--- config.mk ---
export PLATFORM = sky130hd
export DESIGN_NAME = pmew_top
export DESIGN_NICKNAME = d
export VERILOG_FILES = /design/src/hw/pmew_pkg.sv /design/src/hw/pmew_top.sv
export SDC_FILE = /design/constraint.sdc
export NUM_CORES = 1
export LEC_CHECK = 0
export BUFFER_PORTS_ARGS = -buffer_cell sky130_fd_sc_hd__buf_2
export CAP_MARGIN = 25
export CORE_MARGIN = 10
export CORE_UTILIZATION = 25
export CTS_CLUSTER_DIAMETER = 120
export DETAILED_ROUTE_END_ITERATION = 16
export SETUP_SLACK_MARGIN = 0.1
export SLEW_MARGIN = 20
export SYNTH_ARGS = -nofsm -noshare
export SYNTH_HDL_FRONTEND = slang
export SYNTH_SLANG_ARGS = --single-unit
--- constraint.sdc ---
create_clock -name sys_clk_i -period 2.2 [get_ports sys_clk_i]
set_input_delay 0.44 -clock sys_clk_i [delete_from_list [all_inputs] [get_ports sys_clk_i]]
set_output_delay 0.44 -clock sys_clk_i [all_outputs]
set_load 0.1 [all_outputs]
--- src/hw/pmew_pkg.sv ---
// Constants and carrier types of the wake event and sleep watchdog block
package pmew_pkg;

  // Register indices; byte address is four times the index
  localparam logic [7:0] IDX_WDT_CTRL = 8'hED;
  localparam logic [7:0] IDX_WDT_TIME = 8'hEE;
  localparam logic [7:0] IDX_EN_ONE = 8'hF0;
  localparam logic [7:0] IDX_ST_ONE = 8'hF1;
  localparam logic [7:0] IDX_EN_TWO = 8'hF2;
  localparam logic [7:0] IDX_ST_TWO = 8'hF3;
  localparam logic [7:0] IDX_WAKE_EN = 8'hE8;
  localparam logic [7:0] IDX_IRQ_ST = 8'hFA;
  localparam logic [7:0] IDX_IRQ_MASK = 8'hFB;

  // Watchdog control fields; TIMER_WAKE_BIT sits in the wakeup enable register
  localparam int MODE_HI = 7;
  localparam int MODE_LO = 6;
  localparam int FOLLOW_BIT = 5;
  localparam int EXPIRED_BIT = 4;
  localparam int UNIT_BIT = 1;
  localparam int ENABLE_BIT = 0;
  localparam int TIMER_WAKE_BIT = 2;

  // Writable bits of each register
  localparam logic [7:0] CTRL_RW_MASK = 8'hE3;
  localparam logic [7:0] EN_ONE_MASK = 8'hF2;
  localparam logic [7:0] ST_ONE_MASK = 8'hF2;
  localparam logic [7:0] EN_TWO_MASK = 8'h13;
  localparam logic [7:0] ST_TWO_MASK = 8'h1B;
  localparam logic [7:0] WAKE_EN_MASK = 8'h04;
  localparam logic [1:0] IRQ_MASK_BITS = 2'h3;

  // Status bit positions
  localparam int ST1_TIMER = 7;
  localparam int ST1_MOUSE = 6;
  localparam int ST1_KEYBOARD = 5;
  localparam int ST1_HWMON = 4;
  localparam int ST1_SERIAL = 1;
  localparam int ST2_INFRARED = 4;
  localparam int ST2_ENERGY = 3;
  localparam int ST2_RING = 1;
  localparam int ST2_GPIO = 0;

  // Interrupt status bits
  localparam int IRQ_EXPIRY = 0;
  localparam int IRQ_WAKE = 1;

  // Reset values
  localparam logic [7:0] REG_RESET = 8'h00;
  localparam logic [7:0] TIME_RESET = 8'h00;

  // Time base
  localparam int CLK_HZ = 100_000_000;
  localparam int SECOND_S = 1;
  localparam int SECOND_CYCLES = SECOND_S * CLK_HZ;
  localparam int MINUTE_SECONDS = 60;
  localparam logic [5:0] MINUTE_LAST = 6'(MINUTE_SECONDS - 1);

  // Standby mode encodings
  typedef enum logic [1:0] {
    PMEW_MODE_G3P = 2'h0,
    PMEW_MODE_BOTH = 2'h1,
    PMEW_MODE_RSVD = 2'h2,
    PMEW_MODE_DEEP = 2'h3
  } pmew_mode_e;

  // Wake event pulses from the source blocks, one cycle each
  typedef struct packed {
    logic mouse;
    logic keyboard;
    logic hw_monitor;
    logic serial_port;
    logic infrared;
    logic ring_indicator;
    logic gpio;
    logic energy_unit;
  } pmew_events_s;

endpackage : pmew_pkg

--- src/hw/pmew_top.sv ---
// Wake event banks, standby watchdog and Avalon-MM register slave
// Functional notes
// [RULE1] Two-bit mode picks standby control source
// [RULE2] Follow bit makes deep power-ok track control
// [RULE3] Expired flag sets on timeout, write-1 clears
// [RULE4] Unit bit selects seconds or minutes
// [RULE5] Watchdog runs only while enable set
// [RULE6] Load eight-bit time, count down per unit
// [RULE7] At zero, clear enable, set expired flag
// [RULE8] Expiry raises wakeup only when enabled
// [RULE9] First enable bank, reset disabled
// [RULE10] First status bank, write-1 clears
// [RULE11] Second enable bank, reset disabled
// [RULE12] Second status bank, write-1 clears
// [RULE13] Software clears status to rearm source
// [RULE14] Status zero means nothing outstanding
// [RULE15] Timeout wakeup gated by wakeup enable bit
// [RULE16] Event output when enabled status pending
// [RULE17] Reserved bits read zero, ignore writes
//
// Added by the designer: register access over Avalon-MM.
module pmew_top #(
  parameter int SECOND_CYCLES = pmew_pkg::SECOND_CYCLES
) (
  input wire logic sys_clk_i,
  input wire logic rst_n_i,
  input wire logic ce_i,
  input wire logic [9:0] avs_address_i,
  input wire logic avs_read_i,
  input wire logic avs_write_i,
  input wire logic [31:0] avs_writedata_i,
  input wire logic [3:0] avs_byteenable_i,
  output logic [31:0] avs_readdata_o,
  output logic avs_waitrequest_o,
  input wire pmew_pkg::pmew_events_s events_i,
  input wire logic g3_prime_scheme_n_i,
  input wire logic deep_sleep_well_n_i,
  input wire logic standby_control_one_n_i,
  input wire logic power_ok_i,
  output logic standby_control_n_o,
  output logic deep_power_ok_output_o,
  output logic wake_request_o,
  output logic pme_o,
  output logic irq_o
);

  // Pin synchronisers
  logic [3:0] pin_meta_reg;
  logic [3:0] pin_sync_reg;
  logic g3p_n;
  logic deep_well_n;
  logic ctrl_one_n;
  logic pwr_ok;

  // Bus
  logic [7:0] index;
  logic req;
  logic take;
  logic wr_en;
  logic rd_en;
  logic [7:0] wbyte;
  logic [7:0] rbyte;

  // Registers
  logic [1:0] mode_reg;
  logic follow_reg;
  logic expired_reg;
  logic unit_reg;
  logic enable_reg;
  logic [7:0] time_reg;
  logic [7:0] en_one_reg;
  logic [7:0] st_one_reg;
  logic [7:0] en_two_reg;
  logic [7:0] st_two_reg;
  logic wake_en_reg;
  logic [1:0] irq_st_reg;
  logic [1:0] irq_mask_reg;

  // Watchdog
  logic [31:0] prescale_reg;
  logic [5:0] minute_reg;
  logic [7:0] count_reg;
  logic enable_d_reg;
  logic sec_tick;
  logic unit_tick;
  logic expire;
  logic pme_next;
  logic pme_d_reg;
  logic [7:0] set_one;
  logic [7:0] set_two;
  logic mode_out;

  // Two flops before any logic reads a pin
  always_ff @(posedge sys_clk_i or negedge rst_n_i) begin
    if (!rst_n_i) begin
      pin_meta_reg <= 4'hF;
      pin_sync_reg <= 4'hF;
    end else if (ce_i) begin
      pin_meta_reg <= {g3_prime_scheme_n_i, deep_sleep_well_n_i,
                       standby_control_one_n_i, power_ok_i};
      pin_sync_reg <= pin_meta_reg;
    end
  end

  assign g3p_n = pin_sync_reg[3];
  assign deep_well_n = pin_sync_reg[2];
  assign ctrl_one_n = pin_sync_reg[1];
  assign pwr_ok = pin_sync_reg[0];

  // Bus decode; the answer comes one cycle after the request
  assign index = avs_address_i[9:2];
  assign req = avs_read_i | avs_write_i;
  assign take = req & ~avs_waitrequest_o & ce_i;
  assign wr_en = take & avs_write_i & avs_byteenable_i[0];
  assign rd_en = take & avs_read_i;
  assign wbyte = avs_writedata_i[7:0];

  always_ff @(posedge sys_clk_i or negedge rst_n_i) begin
    if (!rst_n_i) begin
      avs_waitrequest_o <= 1'b1;
    end else if (ce_i) begin
      avs_waitrequest_o <= ~(req & avs_waitrequest_o);
    end
  end

  always_comb begin
    rbyte = 8'h00;
    unique case (index)
      pmew_pkg::IDX_WDT_CTRL: begin
        rbyte = {mode_reg, follow_reg, expired_reg, 2'b00, unit_reg, enable_reg}; // [RULE17]
      end
      pmew_pkg::IDX_WDT_TIME: begin
        rbyte = time_reg;
      end
      pmew_pkg::IDX_EN_ONE: begin
        rbyte = en_one_reg;
      end
      pmew_pkg::IDX_ST_ONE: begin
        rbyte = st_one_reg; // [RULE14]
      end
      pmew_pkg::IDX_EN_TWO: begin
        rbyte = en_two_reg;
      end
      pmew_pkg::IDX_ST_TWO: begin
        rbyte = st_two_reg; // [RULE14]
      end
      pmew_pkg::IDX_WAKE_EN: begin
        rbyte = {5'h00, wake_en_reg, 2'h0};
      end
      pmew_pkg::IDX_IRQ_ST: begin
        rbyte = {6'h00, irq_st_reg};
      end
      pmew_pkg::IDX_IRQ_MASK: begin
        rbyte = {6'h00, irq_mask_reg};
      end
      default: begin
        rbyte = 8'h00;
      end
    endcase
  end

  // Read data held until the next answer
  always_ff @(posedge sys_clk_i or negedge rst_n_i) begin
    if (!rst_n_i) begin
      avs_readdata_o <= 32'h0000_0000;
    end else if (ce_i && req && avs_waitrequest_o && avs_read_i) begin
      avs_readdata_o <= {24'h00_0000, rbyte};
    end
  end

  // Mode, follow and unit fields
  always_ff @(posedge sys_clk_i or negedge rst_n_i) begin
    if (!rst_n_i) begin
      mode_reg <= 2'h0;
      follow_reg <= 1'b0;
      unit_reg <= 1'b0;
    end else if (wr_en && index == pmew_pkg::IDX_WDT_CTRL) begin
      mode_reg <= wbyte[pmew_pkg::MODE_HI:pmew_pkg::MODE_LO];
      follow_reg <= wbyte[pmew_pkg::FOLLOW_BIT];
      unit_reg <= wbyte[pmew_pkg::UNIT_BIT]; // [RULE4]
    end
  end

  // Enable: software sets, expiry clears
  always_ff @(posedge sys_clk_i or negedge rst_n_i) begin
    if (!rst_n_i) begin
      enable_reg <= 1'b0; // [RULE5]
    end else if (ce_i) begin
      if (expire) begin
        enable_reg <= 1'b0; // [RULE7]
      end else if (wr_en && index == pmew_pkg::IDX_WDT_CTRL) begin
        enable_reg <= wbyte[pmew_pkg::ENABLE_BIT];
      end
    end
  end

  // Expired flag; a same-cycle expiry beats the clear
  always_ff @(posedge sys_clk_i or negedge rst_n_i) begin
    if (!rst_n_i) begin
      expired_reg <= 1'b0;
    end else if (ce_i) begin
      if (expire) begin
        expired_reg <= 1'b1; // [RULE7]
      end else if (wr_en && index == pmew_pkg::IDX_WDT_CTRL
                   && wbyte[pmew_pkg::EXPIRED_BIT]) begin
        expired_reg <= 1'b0; // [RULE3]
      end
    end
  end

  always_ff @(posedge sys_clk_i or negedge rst_n_i) begin
    if (!rst_n_i) begin
      time_reg <= pmew_pkg::TIME_RESET;
    end else if (wr_en && index == pmew_pkg::IDX_WDT_TIME) begin
      time_reg <= wbyte;
    end
  end

  always_ff @(posedge sys_clk_i or negedge rst_n_i) begin
    if (!rst_n_i) begin
      wake_en_reg <= 1'b0;
    end else if (wr_en && index == pmew_pkg::IDX_WAKE_EN) begin
      wake_en_reg <= wbyte[pmew_pkg::TIMER_WAKE_BIT];
    end
  end

  // Enable banks
  always_ff @(posedge sys_clk_i or negedge rst_n_i) begin
    if (!rst_n_i) begin
      en_one_reg <= pmew_pkg::REG_RESET; // [RULE9]
      en_two_reg <= pmew_pkg::REG_RESET; // [RULE11]
    end else if (wr_en) begin
      if (index == pmew_pkg::IDX_EN_ONE) begin
        en_one_reg <= wbyte & pmew_pkg::EN_ONE_MASK; // [RULE9] [RULE17]
      end
      if (index == pmew_pkg::IDX_EN_TWO) begin
        en_two_reg <= wbyte & pmew_pkg::EN_TWO_MASK; // [RULE11] [RULE17]
      end
    end
  end

  // Status set terms from sources and the watchdog
  always_comb begin
    set_one = 8'h00;
    set_two = 8'h00;
    set_one[pmew_pkg::ST1_TIMER] = expire;
    set_one[pmew_pkg::ST1_MOUSE] = events_i.mouse;
    set_one[pmew_pkg::ST1_KEYBOARD] = events_i.keyboard;
    set_one[pmew_pkg::ST1_HWMON] = events_i.hw_monitor;
    set_one[pmew_pkg::ST1_SERIAL] = events_i.serial_port;
    set_two[pmew_pkg::ST2_INFRARED] = events_i.infrared;
    set_two[pmew_pkg::ST2_ENERGY] = events_i.energy_unit;
    set_two[pmew_pkg::ST2_RING] = events_i.ring_indicator;
    set_two[pmew_pkg::ST2_GPIO] = events_i.gpio;
  end

  // Status banks: write-1 clears, a new event wins over the clear
  always_ff @(posedge sys_clk_i or negedge rst_n_i) begin
    if (!rst_n_i) begin
      st_one_reg <= pmew_pkg::REG_RESET;
      st_two_reg <= pmew_pkg::REG_RESET;
    end else if (ce_i) begin
      if (wr_en && index == pmew_pkg::IDX_ST_ONE) begin
        st_one_reg <= (st_one_reg & ~wbyte | set_one) & pmew_pkg::ST_ONE_MASK; // [RULE10] [RULE13]
      end else begin
        st_one_reg <= (st_one_reg | set_one) & pmew_pkg::ST_ONE_MASK; // [RULE10]
      end
      if (wr_en && index == pmew_pkg::IDX_ST_TWO) begin
        st_two_reg <= (st_two_reg & ~wbyte | set_two) & pmew_pkg::ST_TWO_MASK; // [RULE12] [RULE13]
      end else begin
        st_two_reg <= (st_two_reg | set_two) & pmew_pkg::ST_TWO_MASK; // [RULE12]
      end
    end
  end

  // Second prescaler; free running only while the watchdog runs
  assign sec_tick = enable_reg && (prescale_reg == 32'(SECOND_CYCLES - 1));

  always_ff @(posedge sys_clk_i or negedge rst_n_i) begin
    if (!rst_n_i) begin
      prescale_reg <= 32'h0000_0000;
    end else if (ce_i) begin
      if (!enable_reg || sec_tick) begin
        prescale_reg <= 32'h0000_0000;
      end else begin
        prescale_reg <= prescale_reg + 32'h0000_0001; // [RULE5]
      end
    end
  end

  always_ff @(posedge sys_clk_i or negedge rst_n_i) begin
    if (!rst_n_i) begin
      minute_reg <= 6'h00;
    end else if (ce_i) begin
      if (!enable_reg) begin
        minute_reg <= 6'h00;
      end else if (sec_tick) begin
        if (minute_reg == pmew_pkg::MINUTE_LAST) begin
          minute_reg <= 6'h00;
        end else begin
          minute_reg <= minute_reg + 6'h01;
        end
      end
    end
  end

  assign unit_tick = unit_reg ? (sec_tick && minute_reg == pmew_pkg::MINUTE_LAST)
                              : sec_tick; // [RULE4]

  // Countdown: loaded on the enable edge, expires at zero
  assign expire = enable_reg && enable_d_reg && (count_reg == 8'h00); // [RULE7]

  always_ff @(posedge sys_clk_i or negedge rst_n_i) begin
    if (!rst_n_i) begin
      enable_d_reg <= 1'b0;
      count_reg <= 8'h00;
    end else if (ce_i) begin
      enable_d_reg <= enable_reg;
      if (enable_reg && !enable_d_reg) begin
        count_reg <= time_reg; // [RULE6]
      end else if (enable_reg && unit_tick && count_reg != 8'h00) begin
        count_reg <= count_reg - 8'h01; // [RULE6]
      end
    end
  end

  // Wakeup to the chipset, held until the expired flag is cleared
  always_ff @(posedge sys_clk_i or negedge rst_n_i) begin
    if (!rst_n_i) begin
      wake_request_o <= 1'b0;
    end else if (ce_i) begin
      wake_request_o <= (expire | expired_reg) & wake_en_reg; // [RULE8] [RULE15]
    end
  end

  assign pme_next = |(st_one_reg & en_one_reg) | |(st_two_reg & en_two_reg);

  always_ff @(posedge sys_clk_i or negedge rst_n_i) begin
    if (!rst_n_i) begin
      pme_o <= 1'b0;
      pme_d_reg <= 1'b0;
    end else if (ce_i) begin
      pme_o <= pme_next; // [RULE16]
      pme_d_reg <= pme_next;
    end
  end

  // Standby control source by mode; reserved mode keeps it released
  always_comb begin
    unique case (pmew_pkg::pmew_mode_e'(mode_reg))
      pmew_pkg::PMEW_MODE_G3P: begin
        mode_out = g3p_n; // [RULE1]
      end
      pmew_pkg::PMEW_MODE_BOTH: begin
        mode_out = g3p_n & deep_well_n; // [RULE1]
      end
      pmew_pkg::PMEW_MODE_DEEP: begin
        mode_out = deep_well_n; // [RULE1]
      end
      pmew_pkg::PMEW_MODE_RSVD: begin
        mode_out = 1'b1;
      end
    endcase
  end

  always_ff @(posedge sys_clk_i or negedge rst_n_i) begin
    if (!rst_n_i) begin
      standby_control_n_o <= 1'b1;
      deep_power_ok_output_o <= 1'b0;
    end else if (ce_i) begin
      standby_control_n_o <= mode_out;
      deep_power_ok_output_o <= follow_reg ? ctrl_one_n : pwr_ok; // [RULE2]
    end
  end

  // Interrupt status, cleared by a read; a new event wins
  always_ff @(posedge sys_clk_i or negedge rst_n_i) begin
    if (!rst_n_i) begin
      irq_st_reg <= 2'h0;
      irq_mask_reg <= 2'h0;
    end else if (ce_i) begin
      if (rd_en && index == pmew_pkg::IDX_IRQ_ST) begin
        irq_st_reg <= {pme_next & ~pme_d_reg, expire};
      end else begin
        irq_st_reg <= irq_st_reg | {pme_next & ~pme_d_reg, expire};
      end
      if (wr_en && index == pmew_pkg::IDX_IRQ_MASK) begin
        irq_mask_reg <= wbyte[1:0] & pmew_pkg::IRQ_MASK_BITS;
      end
    end
  end

  always_ff @(posedge sys_clk_i or negedge rst_n_i) begin
    if (!rst_n_i) begin
      irq_o <= 1'b0;
    end else if (ce_i) begin
      // A set mask bit hides its cause; all causes visible after reset
      irq_o <= |(irq_st_reg & ~irq_mask_reg);
    end
  end

endmodule : pmew_top

==> metrics.txt <==
status=complete, no violations; clk buf depth=2; setup tns final=0 ns; clock latency on the worst-skew pair=0.36 ns; Worst slew margin=64.8%; CTS HTree Levels=3; clock sinks=105; DRT iter0 DRCs=271; Root Buffer=clkbuf_16; CORE AREA=22,000 um^2; simple-gate area share of the yosys netlist=22.2%; mux share of post-synthesis cell area=8.48%; Place WS=-0.0359 ns; Final Skew=0.00833 ns; sequential area share after synthesis=46.7%; final setup fails=0; # DRC=0; I/O pin cnt=101; worst endpoint data arrival time=2.36 ns; routability cong.=0.815; Initial Utilization=25.7%; via count=4,268; Worst EP required=2.46 ns; total grt overflow=0; Cells after Synth=553; Adder-Cell Fraction of Synth Area=0.664%; first drt pass iteration count=4; post-route clock period utilization=95.2%; die height=170 um; Die W=170 um; Cell variety after synth=76; Worst path max stage delay=0.42 ns; Critical-path top delay cell=dfrtp_1; Tot Pwr=4.32 mW; f_max=0.477 GHz; die area=29,000 um^2; post-layout worst setup margin=0.105 ns; critical path, cell by cell=nor4_2 -> nand4_1 -> buf_4 -> a2111oi_4 -> buf_6 -> a311oi_2 -> a311oi_1; DR vias/cell=4.67; peak supply drop=0.394 mV; GRT Overall Usage=9.45%; ys flop type=dfrtp_1; vias in the first global route=4,212; Max Transition Viols Final=0; Worst Setup End Kind=register; share of cells above drive strength 1=28.0%; area of the multi-input gates=2810 um^2; final hold viol count=0; Synth Area in Compound Gates=10.6%; Worst Hold Slack=0.280 ns; Post-Syn Area=5650 um^2; Synth Area per Inst=10.2 um^2; final net count=694; measured slew at the worst slew-check pin=0.527 ns; initial antenna violation count=0; WS Path Type=register to register; DPL Wire Length=9980 um; Leakage=2.97 nW; Synth Area in XOR/XNOR=4.80%; CTS buffer count=9; n_diodes=0; Crit path max-delay family=compound AO/OA/AOI/OAI gates; largest net degree at the start of global routing=48; Worst-path clk slew=0.07 ns; post-route ant nets=0; final WL=13,600 um; main combinational cell family by area after synthesis=simple AND/OR/NAND/NOR gates; Worst Path Buf+Inv=2; Syn. warnings=0; Area Overhead vs Synth=19.9%; Avg WL per Cell=14.9 um; FP Rows=54; port buffer count=47; Setup crit start kind=register; max FFs per register=32; CTS tree=built; first-pass GRT wire length=22,200 um; fin crit period=2.10 ns; power per cell area=638 nW/um^2; asr flop ratio synth=100%; unrepaired setup endpoints after global routing=yes; area occupied by registers=2640 um^2; Layout fillers=2,329; Post-synth EDFFs=0; max_cap viols=0; HP Class=input pin to register; CP max FO=7; #FFs+latches synth=105
==> cell families (layout without fill, tap and decap cells) <==
group                      count (synthesis)  count (layout)
other                                      1              24
buffers and inverters                     62             119
xor gates and xnor gates                  31              31
muxes                                     41              41
adders and majority gates                  3               3
and+or+nand+nor                          232             232
DFF                                      105             105
AOI/OAI and AO/OA                         78              78
==> layout by cell type, fill, tap and decap left out, types with 19 or more instances in the layout <==
| master | n |
|---|---|
| xor2_1 | 27 |
| dfrtp_1 | 94 |
| mux2_2 | 27 |
| nor2_1 | 53 |
| conb_1 | 24 |
| nand4_1 | 19 |
| buf_2 | 46 |
| nand3_1 | 25 |
| buf_4 | 38 |
| nand2_1 | 55 |
==> path summary, 6_finish.rpt <==
| path | cells past startpoint | slack, ns | to | startpoint |
|---|---|---|---|---|
| max | 7 | 0.10 | count_reg[4]$_DFFE_PN0P_ | prescale_reg[29]$_DFFE_PN0P_ |
| min | 3 | 0.28 | st_two_reg[4]$_DFFE_PN0P_ | events_i[3] |
| max reg2reg | 7 | 0.10 | count_reg[4]$_DFFE_PN0P_ | prescale_reg[29]$_DFFE_PN0P_ |
| min reg2reg | 2 | 0.47 | avs_readdata_o[3]$_DFFE_PN0P_ | avs_readdata_o[3]$_DFFE_PN0P_ |
| max in group asynchronous | 3 | 1.08 | prescale_reg[25]$_DFFE_PN0P_ | rst_n_i |
| min in group asynchronous | 2 | 0.52 | wake_request_o$_DFFE_PN0P_ | rst_n_i |
==> final cells by class <==
class                      count  area share, %
clock buffer                  11           3.73
clock inverter                 5          0.665
inverter                      12          0.665
multi-input combinational    409           41.4
sequential                   105           39.0
tap                          280           5.17
timing repair buffer          91           9.40
==> power by group <==
group          internal (mW)  switching, mW
Sequential              2.00         0.0342
Clock                  0.848          0.760
Combinational          0.142          0.539
Total                   2.99           1.33
==> routing by layer <==
metal	GRT usage [%]	wire, um	vias up
li1	-	-	2102
met1	12.9	6780	2087
met2	14.6	6180	66
met3	1.67	493	13
met4	3.43	192	0
met5	0	0	-
==> cells in the mapped netlist (4+ instances only) <==
master    instances  area [um^2]
a21oi_1          11         55.1
a221oi_1          6         52.6
a22o_1            6         52.6
a22oi_1           6         45.0
a31oi_1           4         25.0
and3_1           10         62.6
and4_1            4         35.0
buf_1             5         18.8
buf_4            25          188
buf_6             5         56.3
clkbuf_1         10         37.5
dfrtp_1          95         2380
dfstp_2          10          263
inv_1            12         45.0
mux2_1            8         90.1
mux2_2           27          304
mux2i_1           4         40.0
nand2_1          55          206
nand2b_1          6         37.5
nand3_1          26          130
nand3b_1          5         37.5
nand4_1          19          119
nor2_1           53          199
nor2b_1           4         25.0
nor3_1           11         55.1
nor4_1            7         43.8
o211ai_1          4         30.0
o21ai_0          14         70.1
xnor2_1           4         35.0
xor2_1           27          236
==> worst min-delay path, stage by stage <==
cell,delay [ns]
buf_2,0.07
nand2_1,0.05
nand2_1,0.05
==> per-stage QoR <==
step                      cells  utilization [%]  area [um^2]
final                       913             30.8         6780
after global routing        913             30.8         6780
after CTS                   910             30.3         6680
after detailed placement    888             28.7         6330
after global placement      888             28.7         6330
after floorplan             576                -         5740
==> repair_timing <==
action / CTS / global route
endpoints found under the setup margin: 7 / 22
pin swaps: 2 / 11
setup buffers: 4 / 3
cloned: 1 / 0
hold buffers: 1 / 0
resized for setup: 4 / 15
endpoints found under the hold margin: 20 / 0
Note: power is estimated with default switching activity, not from simulation.
